File: config.mk
export PLATFORM = sky130hd
export DESIGN_NAME = owc_top
export DESIGN_NICKNAME = d
export VERILOG_FILES = /design/src/core/owc_pkg.sv /design/src/core/owc_cnt_if.sv /design/src/core/owc_counter.sv /design/src/core/owc_top.sv
export SDC_FILE = /design/constraint.sdc
export NUM_CORES = 1
export LEC_CHECK = 0
export BUFFER_PORTS_ARGS = -buffer_cell sky130_fd_sc_hd__buf_4
export CAP_MARGIN = 25
export CORE_MARGIN = 4
export CORE_UTILIZATION = 49
export CTS_CLUSTER_SIZE = 30
export DETAILED_ROUTE_END_ITERATION = 8
export PLACE_DENSITY = 0.75
export SLEW_MARGIN = 20
export SYNTH_ARGS = -nofsm -noshare
export SYNTH_HDL_FRONTEND = slang
export SYNTH_SLANG_ARGS = --single-unit
File: constraint.sdc
create_clock -name aclk -period 2 [get_ports aclk]
set_input_delay 0.4 -clock aclk [delete_from_list [all_inputs] [get_ports aclk]]
set_output_delay 0.4 -clock aclk [all_outputs]
set_load 0.02 [all_outputs]
File: src/core/owc_pkg.sv
package owc_pkg;
   // Register address width
   localparam int AW = 5;
   // Register byte offsets
   localparam logic [4:0] OFS_SYS_CTL = 5'h00;
   localparam logic [4:0] OFS_LO_CTL = 5'h04;
   localparam logic [4:0] OFS_UP_CTL = 5'h08;
   localparam logic [4:0] OFS_CMP = 5'h0C;
   localparam logic [4:0] OFS_COUNT = 5'h10;
   localparam logic [4:0] OFS_IRQ_STS = 5'h14;
   localparam logic [4:0] OFS_IRQ_CLR = 5'h18;
   localparam logic [4:0] OFS_IRQ_EN = 5'h1C;
   // system_control_two fields
   localparam int SYS_FAST_EN_BIT = 7;
   localparam int SYS_SLOW_EN_BIT = 6;
   localparam int SYS_CLK_SEL_BIT = 5;
   localparam logic [7:0] SYS_CTL_RST = 8'h80;
   // Timer control fields
   localparam int TOGGLE_BIT = 7;
   localparam int SRC_LSB = 4;
   localparam int START_BIT = 3;
   localparam logic [2:0] SRC_SLOW = 3'h4;
   localparam logic [2:0] SRC_FAST = 3'h6;
   localparam logic [2:0] MODE_CASCADE_LO = 3'h3;
   localparam logic [2:0] MODE_WARMUP_UP = 3'h5;
   localparam logic [7:0] TMR_CTL_RST = 8'h00;
   localparam logic [15:0] CMP_RST = 16'h0000;
   // Useful compare span, upper byte
   localparam logic [7:0] CMP_HIGH_MIN = 8'h01;
   localparam logic [7:0] CMP_HIGH_MAX = 8'hFF;
   // Interrupt status bit
   localparam int IRQ_MATCH_BIT = 0;
   // AXI responses
   localparam logic [1:0] RESP_OKAY = 2'h0;
   localparam logic [1:0] RESP_SLVERR = 2'h2;
endpackage : owc_pkg

File: src/core/owc_cnt_if.sv
interface owc_cnt_if;
   logic run;
   logic restart;
   logic tick;
   logic [7:0] cmp_high;
   logic [15:0] count;
   logic match;
   modport ctl (output run, output restart, output tick, output cmp_high,
      input count, input match);
   modport cnt (input run, input restart, input tick, input cmp_high,
      output count, output match);
endinterface : owc_cnt_if

File: src/core/owc_counter.sv
module owc_counter (
   // Clock and reset
   input wire logic aclk,
   input wire logic aresetn,
   // Control side
   owc_cnt_if.cnt c
);
   import owc_pkg::*;

   typedef struct packed {
      logic [15:0] count;
      logic match;
   } owc_cnt_st_t;

   owc_cnt_st_t q, d;
   logic [15:0] nxt;

   always_comb begin
      d = q;
      d.match = 1'b0;
      nxt = q.count + 16'h0001;
      if (c.restart) begin
         d.count = 16'h0000; // RL2
      end else if (c.run && c.tick) begin
         // Low compare byte plays no part
         if (nxt[15:8] == c.cmp_high) begin // RL12
            d.count = 16'h0000; // RL3
            d.match = 1'b1;
         end else begin
            d.count = nxt; // RL14
         end
      end
   end

   always_ff @(posedge aclk) begin
      if (!aresetn) begin
         q <= '0; // RL14
      end else begin
         q <= d;
      end
   end

   assign c.count = q.count;
   assign c.match = q.match;

   chk_match_clears: assert property (@(posedge aclk) disable iff (!aresetn) // RL3
      c.match |-> c.count == 16'h0000) else $error("count not cleared on match");
   chk_match_cause: assert property (@(posedge aclk) disable iff (!aresetn) // RL12
      c.match |-> $past(c.run && c.tick && !c.restart)
         && $past(c.count[15:8]) + 8'h01 == $past(c.cmp_high)
         || $past(c.count) == 16'hFFFF)
      else $error("match without cause");
   chk_hold_stopped: assert property (@(posedge aclk) disable iff (!aresetn) // RL15
      !c.run && !c.restart |=> $stable(c.count) && !c.match)
      else $error("counter moved while stopped");
   chk_count_step: assert property (@(posedge aclk) disable iff (!aresetn) // RL14
      c.run && c.tick && !c.restart && c.count[7:0] != 8'hFF
         |=> c.count == $past(c.count) + 16'h0001)
      else $error("counter did not step");
   chk_restart_zero: assert property (@(posedge aclk) disable iff (!aresetn) // RL2
      c.restart |=> c.count == 16'h0000) else $error("start did not zero");
   cov_match: cover property (@(posedge aclk) disable iff (!aresetn) c.match);
endmodule : owc_counter

File: src/core/owc_top.sv
// Function
// RL1: Software enables the slow oscillator before a slow warm-up measurement.
// RL2: Setting the upper start bit in warm-up mode counts up from zero.
// RL3: Compare match clears the counter and raises the match interrupt together; here irq_sts and irq rise one aclk cycle after the clear.
// RL4: Slow switch: stop counter, select slow clock, then disable fast oscillator.
// RL5: Software enables the fast oscillator before a fast warm-up measurement.
// RL6: Fast switch: stop counter, select fast clock, then disable slow oscillator.
// RL7: Slow source compare 0100H..FF00H gives 7.81 ms to 1.99 s.
// RL8: Fast source compare 0100H..FF00H gives 16 us to 4.08 ms.
// RL9: Slow setup writes 43H to lower control and 05H to upper control.
// RL10: Fast setup writes 63H to lower control before starting.
// RL11: System control holds fast enable bit 7, slow enable 6, clock select 5.
// RL12: Warm-up compares only the upper compare byte with the counter.
// RL13: Software keeps both toggle initial bits at zero in warm-up mode.
// RL14: Counter steps once per source tick, holds when stopped, resets to zero.
// RL15: Clearing start stops the counter at once, no further matches.
//
// The AXI4-Lite register port and the register addresses were left to the implementer.
module owc_top (
   // Clock and reset
   input wire logic aclk,
   input wire logic aresetn,
   // Source clock ticks, one cycle each
   input wire logic slow_tick,
   input wire logic fast_tick,
   // AXI4-Lite write address
   input wire logic awvalid,
   output logic awready,
   input wire logic [owc_pkg::AW-1:0] awaddr,
   // AXI4-Lite write data
   input wire logic wvalid,
   output logic wready,
   input wire logic [31:0] wdata,
   input wire logic [3:0] wstrb,
   // AXI4-Lite write response
   output logic bvalid,
   input wire logic bready,
   output logic [1:0] bresp,
   // AXI4-Lite read address
   input wire logic arvalid,
   output logic arready,
   input wire logic [owc_pkg::AW-1:0] araddr,
   // AXI4-Lite read data
   output logic rvalid,
   input wire logic rready,
   output logic [31:0] rdata,
   output logic [1:0] rresp,
   // Oscillator control
   output logic fast_osc_en,
   output logic slow_osc_en,
   output logic sysclk_slow_sel,
   // Interrupt
   output logic irq
);
   import owc_pkg::*;

   typedef struct packed {
      logic aw_held;
      logic [AW-1:0] aw_addr;
      logic w_held;
      logic [31:0] w_data;
      logic [3:0] w_strb;
      logic aw_rdy;
      logic w_rdy;
      logic ar_rdy;
      logic bvalid;
      logic [1:0] bresp;
      logic rvalid;
      logic [31:0] rdata;
      logic [1:0] rresp;
      logic [7:0] sys_ctl;
      logic [7:0] lo_ctl;
      logic [7:0] up_ctl;
      logic [15:0] cmp;
      logic irq_sts;
      logic irq_en;
      logic irq;
      logic run_prev;
   } owc_st_t;

   owc_st_t q, d;
   owc_cnt_if cif ();
   logic run;
   logic do_wr;

   // Word offset valid within the map
   function automatic logic owc_hit(input logic [AW-1:0] a);
      owc_hit = (a[1:0] == 2'b00) && (a[4:2] <= OFS_IRQ_EN[4:2]);
   endfunction : owc_hit

   // Byte-lane merge of an 8-bit register
   function automatic logic [7:0] owc_lane0(input logic [7:0] old,
         input logic [31:0] wd, input logic [3:0] st);
      owc_lane0 = st[0] ? wd[7:0] : old;
   endfunction : owc_lane0

   function automatic logic [31:0] owc_rd(input owc_st_t s, input logic [AW-1:0] a,
         input logic [15:0] cnt);
      owc_rd = 32'h0000_0000;
      unique case (a)
         OFS_SYS_CTL: owc_rd[7:0] = s.sys_ctl; // RL11
         OFS_LO_CTL: owc_rd[7:0] = s.lo_ctl;
         OFS_UP_CTL: owc_rd[7:0] = s.up_ctl;
         OFS_CMP: owc_rd[15:0] = s.cmp;
         OFS_COUNT: owc_rd[15:0] = cnt;
         OFS_IRQ_STS: owc_rd[IRQ_MATCH_BIT] = s.irq_sts;
         OFS_IRQ_EN: owc_rd[IRQ_MATCH_BIT] = s.irq_en;
         default: owc_rd = 32'h0000_0000;
      endcase
   endfunction : owc_rd

   // Software must keep the toggle bits at zero; not enforced here
   assign run = q.up_ctl[START_BIT] && (q.up_ctl[2:0] == MODE_WARMUP_UP)
      && (q.lo_ctl[2:0] == MODE_CASCADE_LO); // RL2 RL15

   assign cif.run = run;
   assign cif.restart = run && !q.run_prev; // RL2
   assign cif.cmp_high = q.cmp[15:8]; // RL12
   // Source field picks the tick; other codes give no tick
   assign cif.tick = (q.lo_ctl[6:4] == SRC_SLOW) ? slow_tick
      : (q.lo_ctl[6:4] == SRC_FAST) ? fast_tick : 1'b0; // RL7 RL8 RL14

   assign do_wr = q.aw_held && q.w_held && !q.bvalid;

   always_comb begin
      d = q;
      d.run_prev = run;
      // Address and data may arrive in either order
      if (awvalid && q.aw_rdy) begin
         d.aw_held = 1'b1;
         d.aw_addr = awaddr;
      end
      if (wvalid && q.w_rdy) begin
         d.w_held = 1'b1;
         d.w_data = wdata;
         d.w_strb = wstrb;
      end
      if (bvalid && bready) begin
         d.bvalid = 1'b0;
      end
      if (do_wr) begin
         d.aw_held = 1'b0;
         d.w_held = 1'b0;
         d.bvalid = 1'b1;
         d.bresp = owc_hit(q.aw_addr) && q.aw_addr != OFS_COUNT
            && q.aw_addr != OFS_IRQ_STS ? RESP_OKAY : RESP_SLVERR;
         unique case (q.aw_addr)
            OFS_SYS_CTL: d.sys_ctl = owc_lane0(q.sys_ctl, q.w_data, q.w_strb); // RL11
            OFS_LO_CTL: d.lo_ctl = owc_lane0(q.lo_ctl, q.w_data, q.w_strb);
            OFS_UP_CTL: d.up_ctl = owc_lane0(q.up_ctl, q.w_data, q.w_strb);
            OFS_CMP: begin
               d.cmp[7:0] = owc_lane0(q.cmp[7:0], q.w_data, q.w_strb);
               if (q.w_strb[1]) begin
                  d.cmp[15:8] = q.w_data[15:8];
               end
            end
            OFS_IRQ_CLR: begin
               if (q.w_strb[0] && q.w_data[IRQ_MATCH_BIT]) begin
                  d.irq_sts = 1'b0;
               end
            end
            OFS_IRQ_EN: begin
               if (q.w_strb[0]) begin
                  d.irq_en = q.w_data[IRQ_MATCH_BIT];
               end
            end
            default: ;
         endcase
      end
      // A match in the clearing cycle still sets the flag
      if (cif.match) begin
         d.irq_sts = 1'b1; // RL3
      end
      d.aw_rdy = !d.aw_held && !d.bvalid;
      d.w_rdy = !d.w_held && !d.bvalid;
      if (rvalid && rready) begin
         d.rvalid = 1'b0;
      end
      if (arvalid && q.ar_rdy) begin
         d.rvalid = 1'b1;
         d.rdata = owc_rd(q, araddr, cif.count);
         d.rresp = owc_hit(araddr) && araddr != OFS_IRQ_CLR ? RESP_OKAY : RESP_SLVERR;
      end
      d.ar_rdy = !d.rvalid;
      d.irq = d.irq_sts && d.irq_en;
   end

   always_ff @(posedge aclk) begin
      if (!aresetn) begin
         q <= '0;
         q.sys_ctl <= SYS_CTL_RST;
         q.lo_ctl <= TMR_CTL_RST;
         q.up_ctl <= TMR_CTL_RST;
         q.cmp <= CMP_RST;
         q.bresp <= RESP_OKAY;
         q.rresp <= RESP_OKAY;
      end else begin
         q <= d;
      end
   end

   owc_counter u_counter (
      .aclk(aclk),
      .aresetn(aresetn),
      .c(cif.cnt)
   );

   assign awready = q.aw_rdy;
   assign wready = q.w_rdy;
   assign arready = q.ar_rdy;
   assign bvalid = q.bvalid;
   assign bresp = q.bresp;
   assign rvalid = q.rvalid;
   assign rdata = q.rdata;
   assign rresp = q.rresp;
   assign fast_osc_en = q.sys_ctl[SYS_FAST_EN_BIT]; // RL11 RL5
   assign slow_osc_en = q.sys_ctl[SYS_SLOW_EN_BIT]; // RL11 RL1
   assign sysclk_slow_sel = q.sys_ctl[SYS_CLK_SEL_BIT]; // RL11 RL4 RL6
   assign irq = q.irq;

   chk_irq_follows: assert property (@(posedge aclk) disable iff (!aresetn) // RL3
      cif.match && q.irq_en |=> irq) else $error("match did not raise irq");
   chk_set_wins: assert property (@(posedge aclk) disable iff (!aresetn) // RL3
      cif.match |=> q.irq_sts) else $error("match flag lost");
   chk_stop_quiet: assert property (@(posedge aclk) disable iff (!aresetn) // RL15
      !q.up_ctl[START_BIT] |=> !cif.match) else $error("match while stopped");
   chk_osc_bits: assert property (@(posedge aclk) disable iff (!aresetn) // RL11
      do_wr && q.aw_addr == OFS_SYS_CTL && q.w_strb[0]
         |=> fast_osc_en == $past(q.w_data[7]) && slow_osc_en == $past(q.w_data[6])
         && sysclk_slow_sel == $past(q.w_data[5])) else $error("sys control bits");
   // Write answer follows both halves by two edges at most
   chk_write_resp: assert property (@(posedge aclk) disable iff (!aresetn)
      awvalid && awready && wvalid && wready |-> ##[1:2] bvalid)
      else $error("no write response");
   chk_read_resp: assert property (@(posedge aclk) disable iff (!aresetn)
      arvalid && arready |=> rvalid) else $error("no read response");

   // Answers stand until taken, and the slave refuses while busy
   chk_b_stands: assert property (@(posedge aclk) disable iff (!aresetn)
      bvalid && !bready |=> bvalid && $stable(bresp)) else $error("write response dropped");
   chk_r_stands: assert property (@(posedge aclk) disable iff (!aresetn)
      rvalid && !rready |=> rvalid && $stable(rdata) && $stable(rresp))
      else $error("read response dropped");
   chk_busy_refuse: assert property (@(posedge aclk) disable iff (!aresetn)
      bvalid |-> !awready && !wready) else $error("write taken while busy");
   chk_read_refuse: assert property (@(posedge aclk) disable iff (!aresetn)
      rvalid |-> !arready) else $error("read taken while busy");
   chk_ro_refused: assert property (@(posedge aclk) disable iff (!aresetn)
      do_wr && (q.aw_addr == OFS_COUNT || q.aw_addr == OFS_IRQ_STS)
         |=> bresp == RESP_SLVERR) else $error("read-only write accepted");
   chk_clr_refused: assert property (@(posedge aclk) disable iff (!aresetn)
      arvalid && arready && araddr == OFS_IRQ_CLR
         |=> rresp == RESP_SLVERR && rdata == 32'h0000_0000)
      else $error("clear register readable");

   // Status is sticky until cleared; the line obeys the enable
   chk_sts_sticky: assert property (@(posedge aclk) disable iff (!aresetn) // RL3
      q.irq_sts && !(do_wr && q.aw_addr == OFS_IRQ_CLR) |=> q.irq_sts)
      else $error("status lost without clear");
   chk_clear_works: assert property (@(posedge aclk) disable iff (!aresetn)
      do_wr && q.aw_addr == OFS_IRQ_CLR && q.w_strb[0] && q.w_data[IRQ_MATCH_BIT]
         && !cif.match |=> !q.irq_sts) else $error("clear ignored");
   chk_irq_masked: assert property (@(posedge aclk) disable iff (!aresetn)
      !q.irq_en && !(do_wr && q.aw_addr == OFS_IRQ_EN) |=> !irq)
      else $error("irq while masked");
   chk_cmp_lands: assert property (@(posedge aclk) disable iff (!aresetn) // RL12
      do_wr && q.aw_addr == OFS_CMP && q.w_strb[1]
         |=> cif.cmp_high == $past(q.w_data[15:8])) else $error("compare byte lost");

   // Ticks of the source not selected leave the count alone
   chk_slow_idle: assert property (@(posedge aclk) disable iff (!aresetn) // RL7
      run && q.lo_ctl[6:4] == SRC_SLOW && !slow_tick && !cif.restart
         |=> $stable(cif.count)) else $error("slow count moved without tick");
   chk_fast_idle: assert property (@(posedge aclk) disable iff (!aresetn) // RL8
      run && q.lo_ctl[6:4] == SRC_FAST && !fast_tick && !cif.restart
         |=> $stable(cif.count)) else $error("fast count moved without tick");

   // Reset levels, checked on the edge that ends reset
   chk_reset_levels: assert property (@(posedge aclk) // RL11 RL14
      $rose(aresetn) |-> fast_osc_en && !slow_osc_en && !sysclk_slow_sel && !irq
         && !bvalid && !rvalid && cif.count == 16'h0000)
      else $error("wrong levels after reset");
   chk_ready_release: assert property (@(posedge aclk)
      $rose(aresetn) |=> awready && wready && arready) else $error("not ready after reset");
   cov_slow_setup: cover property (@(posedge aclk) disable iff (!aresetn) // RL9
      q.lo_ctl == 8'h43 && q.up_ctl == 8'h0D && cif.match);
   cov_fast_setup: cover property (@(posedge aclk) disable iff (!aresetn) // RL10
      q.lo_ctl == 8'h63 && q.up_ctl == 8'h0D && cif.match);
   cov_irq: cover property (@(posedge aclk) disable iff (!aresetn) $rose(irq));
   cov_span_min: cover property (@(posedge aclk) disable iff (!aresetn) // RL7 RL8
      cif.match && q.cmp[15:8] == CMP_HIGH_MIN);
endmodule : owc_top

==> results of run 1 <==
-- flip-flops by register name, indices dropped and copies added, names as in the netlist --
register / count
irq: 1
cif.cmp_high: 8
fast_osc_en: 1
arready: 1
u_counter.c.count: 16
u_counter.c.match: 1
rdata: 16
slow_osc_en: 1
wready: 1
bresp: 1
rvalid: 1
awready: 1
q: 57
rresp: 1
bvalid: 1
sysclk_slow_sel: 1
-- how the worst max path moves through the flow --
stage	startpoint	end	slack, ns	cells past startpoint
finish	u_counter.c.count[10]$_SDFFE_PP0N_	u_counter.c.count[2]$_SDFFE_PP0N_	0.01	7
global route	u_counter.c.count[8]$_SDFFE_PP0N_	u_counter.c.count[2]$_SDFFE_PP0N_	-0.05	7
CTS	u_counter.c.count[9]$_SDFFE_PP0N_	u_counter.c.count[15]$_SDFFE_PP0N_	0.005	7
detailed placement	u_counter.c.count[2]$_SDFFE_PP0N_	u_counter.c.count[15]$_SDFFE_PP0N_	-0.02	7
global placement	u_counter.c.count[2]$_SDFFE_PP0N_	u_counter.c.count[13]$_SDFFE_PP0N_	0.05	7
floorplan	u_counter.c.count[0]$_SDFFE_PP0N_	u_counter.c.count[8]$_SDFFE_PP0N_	0.12	8
-- critical path, delay by kind of cell (launching register included) --
kind,cells,cell delay (ns)
flops,1,0.42
buf+inv,1,0.17
simple gates,3,0.63
compound gates,3,0.65
-- kinds of logic after synthesis --
logic type,after synthesis,share of synthesized area [%]
AO/OA/AOI/OAI,86,11.8
buffers and inverters,67,8.30
adder cells (fa/ha/maj),1,0.258
flip-flops,109,45.1
multiplexers,37,7.68
AND/OR/NAND/NOR,225,21.9
other,1,0.0775
XOR/XNOR,27,4.89
-- per-layer routing --
layer	vias up	wire length (um)
met4	0	183
met1	1871	5010
met2	152	5240
met5	-	0
li1	1972	-
met3	15	735
-- Yosys cell counts, types with 3 or more instances --
master      n  area, sq um
nor2_1     77          289
a21oi_1    45          225
o21ai_0    10         50.1
and2_1      3         18.8
nand2b_1    5         31.3
dfxtp_1   109         2180
nor3_1     19         95.1
clkbuf_1   22         82.6
buf_2       5         25.0
xor2_1     15          131
mux2i_1    36          360
a222oi_1    7         70.1
and3_1      5         31.3
nand2_1    76          285
buf_4      36          270
or3_1       3         18.8
a221oi_1   15          131
nand4_1    10         62.6
xnor2_1    12          105
nand3_1    10         50.1
-- power by group --
part	switching, uW	internal, uW	total, uW
Clock	807	494	1300
Combinational	212	146	358
Sequential	48.4	2220	2270
Total	1070	2860	3930
-- final cells by class --
| cell class | count | area, sq um | area share [%] |
|---|---|---|---|
| Tap cell | 133 | 166 | 2.95 |
| Timing Repair Buffer | 92 | 736 | 13.0 |
| Sequential cell | 109 | 2200 | 39.0 |
| Inverter | 2 | 7.51 | 0.133 |
| Clock inverter | 6 | 65.1 | 1.15 |
| Multi-Input combinational cell | 394 | 2340 | 41.5 |
| Clock buffer | 10 | 128 | 2.26 |
-- stage by stage --
step	hold slack (ns)	power, uW	utilization, %
2_1_floorplan	0.424	2570	-
3_3_place_gp	0.442	2670	55.6
3_5_place_dp	0.451	2680	55.6
4_1_cts	0.249	3960	57.7
5_1_grt	0.254	4080	58.3
6_report	0.262	3930	58.3
-- what timing repair did --
action                                  CTS  global route
hold buffers                              0             0
setup buffers                             0             3
endpoints found under the setup margin   16            16
pin swaps                                 2             2
resized for setup                         5            13
==> results.toml, run 1 <==
[clocking]
path_clk_slew_ns = 0.11
clk_path_buf_depth = 2
cts_tree = "done"
cts.sinks = 109
clockRootBuffer = "clkbuf_8"
clk_latency_ns = 0.37
cts_made_buffers = 9
cts-htree-levels = 3

[timing]
grt_setup_unrepaired = "true"
hold_viol = 0
worst_pin_slew_ns = 0.652
skew_ns = 0.0140
fin_crit_ns = 1.99
setup_viol = 0
post-route-period-util_pct = 99.3
setup_ws_ns = 0.0138
maxSlewHeadroom_pct = 55.4
final_max_slew_viol_count = 0
setup_tns_ns = 0
fmax_mhz = 503

[pwr]
max-vdd-ir-drop_v = 0.000384
power_density_mw_per_mm2 = 696
power.leakage_uw = 0.00216

[global_routing]
gr-max-usage-layer = "met2"
grt_max_degree = 71
grt_use_met1_pct = 26.9
grt_pass1_vias = 3684
grtUsageMet2_pct = 30.5
grt_pass1_wl_um = 18100
grt-ovfl-total = 0
antenna_found_initial = 0
grt.total_usage_pct = 19.6
use_met3_pct = 3.48

[cells_and_area]
final_cells = 746
fillCellCount = 843
fin_area_sq_mm = 0.00565
mostFrequentLayoutCell = "dfxtp_1"
synthToLayoutAreaGrowth_pct = 16.6
nets = 664
antenna_cells = 0
final_cell_mix = "99 x dfxtp_1, 87 x buf_4, 77 x nor2_1"
final_layout_size_suffix_gt1_share_pct = 21.4

[placement]
placed_area_sq_mm = 0.00538
hpwl_um = 8280
place_congestion = 0.918
dp_cells = 727
io_buffer_count = 63
place_worst_setup_slack_ns = -0.0180

[critical_path]
endpoint_kind = "register"
crit_fanout = 12
crit_slowest_cell = "dfxtp_1"
reg2reg_setup_slack_ns = 0.01
worstPathCellList = "nand3_2 > or3_1 > a21boi_2 > o22ai_4 > o31ai_4 > buf_12 > nor2_1"
rr_startpoint = "u_counter.c.count[10]$_SDFFE_PP0N_"
critPathKind = "register to register"
critPathArrivalTime_ns = 2.25
max_stage_delay_ns = 0.42
start_kind = "register"
required_ns = 2.26
ff2ff_path_depth = 7
r2r_end = "u_counter.c.count[2]$_SDFFE_PP0N_"

[hold_path]
hold_path.startpoint = "wdata[1]"
whs_path_depth = 3
hold_class = "input port to register"
hold_path_end = "q[90]$_SDFFE_PN0P_"

[floorplan]
dieArea_sq_mm = 0.0115
rows = 36
initial_core_util_pct = 50.0
io_pins = 100
die-width_um = 107
die_h_um = 107
core_area_sq_mm = 0.00968

[detailed_routing]
drt-initial-drc-count = 331
totalWireLength_um = 11200
first_pass_iters = 5
drtAntennaViolNets = 0
via_per_inst = 5.38
wl_per_cell_um = 15.0
drc = 0
dr_total_vias = 4010

[logic_synthesis]
synth-main-ff-cell = "dfxtp_1"
ys_seq_area_share_pct = 45.1
yosys_warnings = 0
synth.ff_latch_count = 109
synth.avg_cell_area_sq_um = 8.75
async_flop_share_pct = 0
ys_types = 48
synth_area_sq_mm = 0.00484
synth_edf_count = 0
postSynthCellCount = 553

[flow_run]
maxCapViolations = 0

[outcome]
status = "finished clean"
Power figures use the tool's default switching activity.
==> run 2, diff against run 1 <==
- CORE_UTILIZATION: 49 -> 51
- CTS_BUF_LIST: unset -> sky130_fd_sc_hd__clkbuf_4
- PLACE_DENSITY: 0.75 -> 0.78
- RECOVER_POWER: unset -> 50
==> results.toml, run 2 (synthesis gave the netlist of run 1 again) <==
[outcome]
status = "finished clean"

[floorplan]
dieArea_sq_mm = 0.0111
die-width_um = 105
die_h_um = 105
initial_core_util_pct = 52.4
io_pins = 100
rows = 35
core_area_sq_mm = 0.00924

[timing]
skew_ns = 0.0167
post-route-period-util_pct = 96.0
worst_pin_slew_ns = 0.826
final_max_slew_viol_count = 0
fin_crit_ns = 1.92
setup_viol = 0
hold_viol = 0
grt_setup_unrepaired = "false"
maxSlewHeadroom_pct = 45.0
fmax_mhz = 521
setup_tns_ns = 0

[clocking]
cts_tree = "done"
clk_latency_ns = 0.46
clk_path_buf_depth = 2
cts-htree-levels = 3
path_clk_slew_ns = 0.17
cts.sinks = 109
cts_made_buffers = 9
clockRootBuffer = "clkbuf_4"
ctsHoldBuffers = 0

[critical_path]
reg2reg_setup_slack_ns = 0.08
cp-startpoint = "u_counter.c.count[4]$_SDFFE_PP0N_"
required_ns = 2.36
critPathKind = "register to register"
endpoint_kind = "register"
endpoint = "u_counter.c.count[10]$_SDFFE_PP0N_"
critPathArrivalTime_ns = 2.28
rr_startpoint = "u_counter.c.count[4]$_SDFFE_PP0N_"
r2r_end = "u_counter.c.count[10]$_SDFFE_PP0N_"
ff2ff_path_depth = 7
start_kind = "register"
crit_fanout = 13

[cells_and_area]
final_cell_mix = "101 x dfxtp_1, 77 x nor2_1, 76 x nand2_1"
fillCellCount = 845
register_area_sq_mm = 0.00219
largest_reg_flops = 57
final_layout_size_suffix_gt1_share_pct = 17.0
nets = 661
mostFrequentLayoutCell = "dfxtp_1"
top_register = "q"
multi_input_comb_area_sq_mm = 0.00235
antenna_cells = 0
synthToLayoutAreaGrowth_pct = 12.7
final_util_pct = 59.1

[placement]
place_congestion = 0.855
io_buffer_count = 63
hpwl_um = 8310

[flow_run]
maxCapViolations = 0

[detailed_routing]
drc = 0
first_pass_iters = 5
routed.top_layer = "met4"
totalWireLength_um = 11200
via_per_inst = 5.41
met3_length_um = 761
drtAntennaViolNets = 0
dr_total_vias = 3996
drt-initial-drc-count = 218
m1WireLength_um = 5130
wl_per_cell_um = 15.2
wl_met2_um = 5170

[global_routing]
antenna_found_initial = 0
grt-ovfl-total = 0
grt_max_degree = 44
grt_pass1_wl_um = 17800
grt_pass1_vias = 3664
grt.total_usage_pct = 19.8

[pwr]
power_uw = 3740
power.leakage_uw = 0.00202
pwr-share-seq_pct = 60.8
p_sw_uw = 984
pwr-share-comb_pct = 8.9
max-vdd-ir-drop_v = 0.000413
cell_internal_pwr_uw = 2760
p_clk_share_pct = 30.3
power_density_mw_per_mm2 = 686
sw_frac_of_total_pct = 26.3

[hold_path]
hold_class = "input port to register"
-- run 2: cell count changes in the layout (fill, tap and decap cells not counted), moves of 2 or more --
cell	change
buf_6	-2
buf_4	-24
clkbuf_8	-9
dfxtp_4	-2
dfxtp_1	+2
nor3_1	-2
clkbuf_4	+10
clkbuf_1	+22
nor3_2	+2
-- run 2: layer usage --
metal  global-route usage [%]  up-vias
li1                         -     1963
met1                     26.9     1882
met2                     31.1      138
met3                     4.23       13
met4                     7.22        0
met5                        0        -
-- run 2: per-stage QoR --
| stage | hold slack, ns | setup WS, ns | cells | area [sq um] |
|---|---|---|---|---|
| floorplan | 0.424 | 0.119 | 570 | 4900 |
| global placement | 0.441 | 0.0583 | 722 | 5360 |
| detailed placement | 0.449 | 0.0299 | 722 | 5360 |
| CTS | 0.151 | 0.00275 | 738 | 5500 |
| global route | 0.137 | 0.00565 | 739 | 5460 |
| finish | 0.162 | 0.0803 | 739 | 5460 |
-- run 2: how the worst min path moves through the flow --
stage          cells after the start                    startpoint  slack (ns)                   to
2_1_floorplan                      2  u_counter.c.match$_SDFF_PP0_        0.42      q[3]$_SDFF_PN0_
3_3_place_gp                       2  u_counter.c.match$_SDFF_PP0_        0.44      q[3]$_SDFF_PN0_
3_5_place_dp                       2           q[103]$_SDFFE_PN0P_        0.45  q[103]$_SDFFE_PN0P_
4_1_cts                            3                      wdata[0]        0.15   q[89]$_SDFFE_PN0P_
5_1_grt                            3                      wdata[0]        0.14   q[89]$_SDFFE_PN0P_
6_report                           3                     wdata[15]        0.16  q[104]$_SDFFE_PN0P_
-- run 2: timing repair --
action                     CTS  global route
gates resized for setup      0            13
setup endpoints to repair    0            19
buffers inserted             0             1
-- run 2: layout make-up --
cell class              instances  share of cell area [%]
inverters                       2                   0.138
clock buffers                  10                    1.38
clock inverters                 6                    1.28
well taps                     129                    2.96
flip-flops and latches        109                    40.2
repair buffers                 89                    11.1
multi-input cells             394                    43.0
-- run 2: power by group through the flow --
stage          Sequential (uW)  Combinational [uW]  Clock (uW)
5_1_grt                   2280                 367        1230
6_report                  2270                 334        1130
4_1_cts                   2280                 357        1150
3_3_place_gp              2320                 350           0
2_1_floorplan             2310                 260           0
3_5_place_dp              2320                 356           0
-- run 2: critical path: stages (launching register included) --
cell and delay, ns:
dfxtp_2 0.41, nand4_1 0.24, nor3_2 0.32, o211a_1 0.21, o22ai_2 0.11, o31ai_4 0.32, buf_12 0.17, nor2_1 0.05
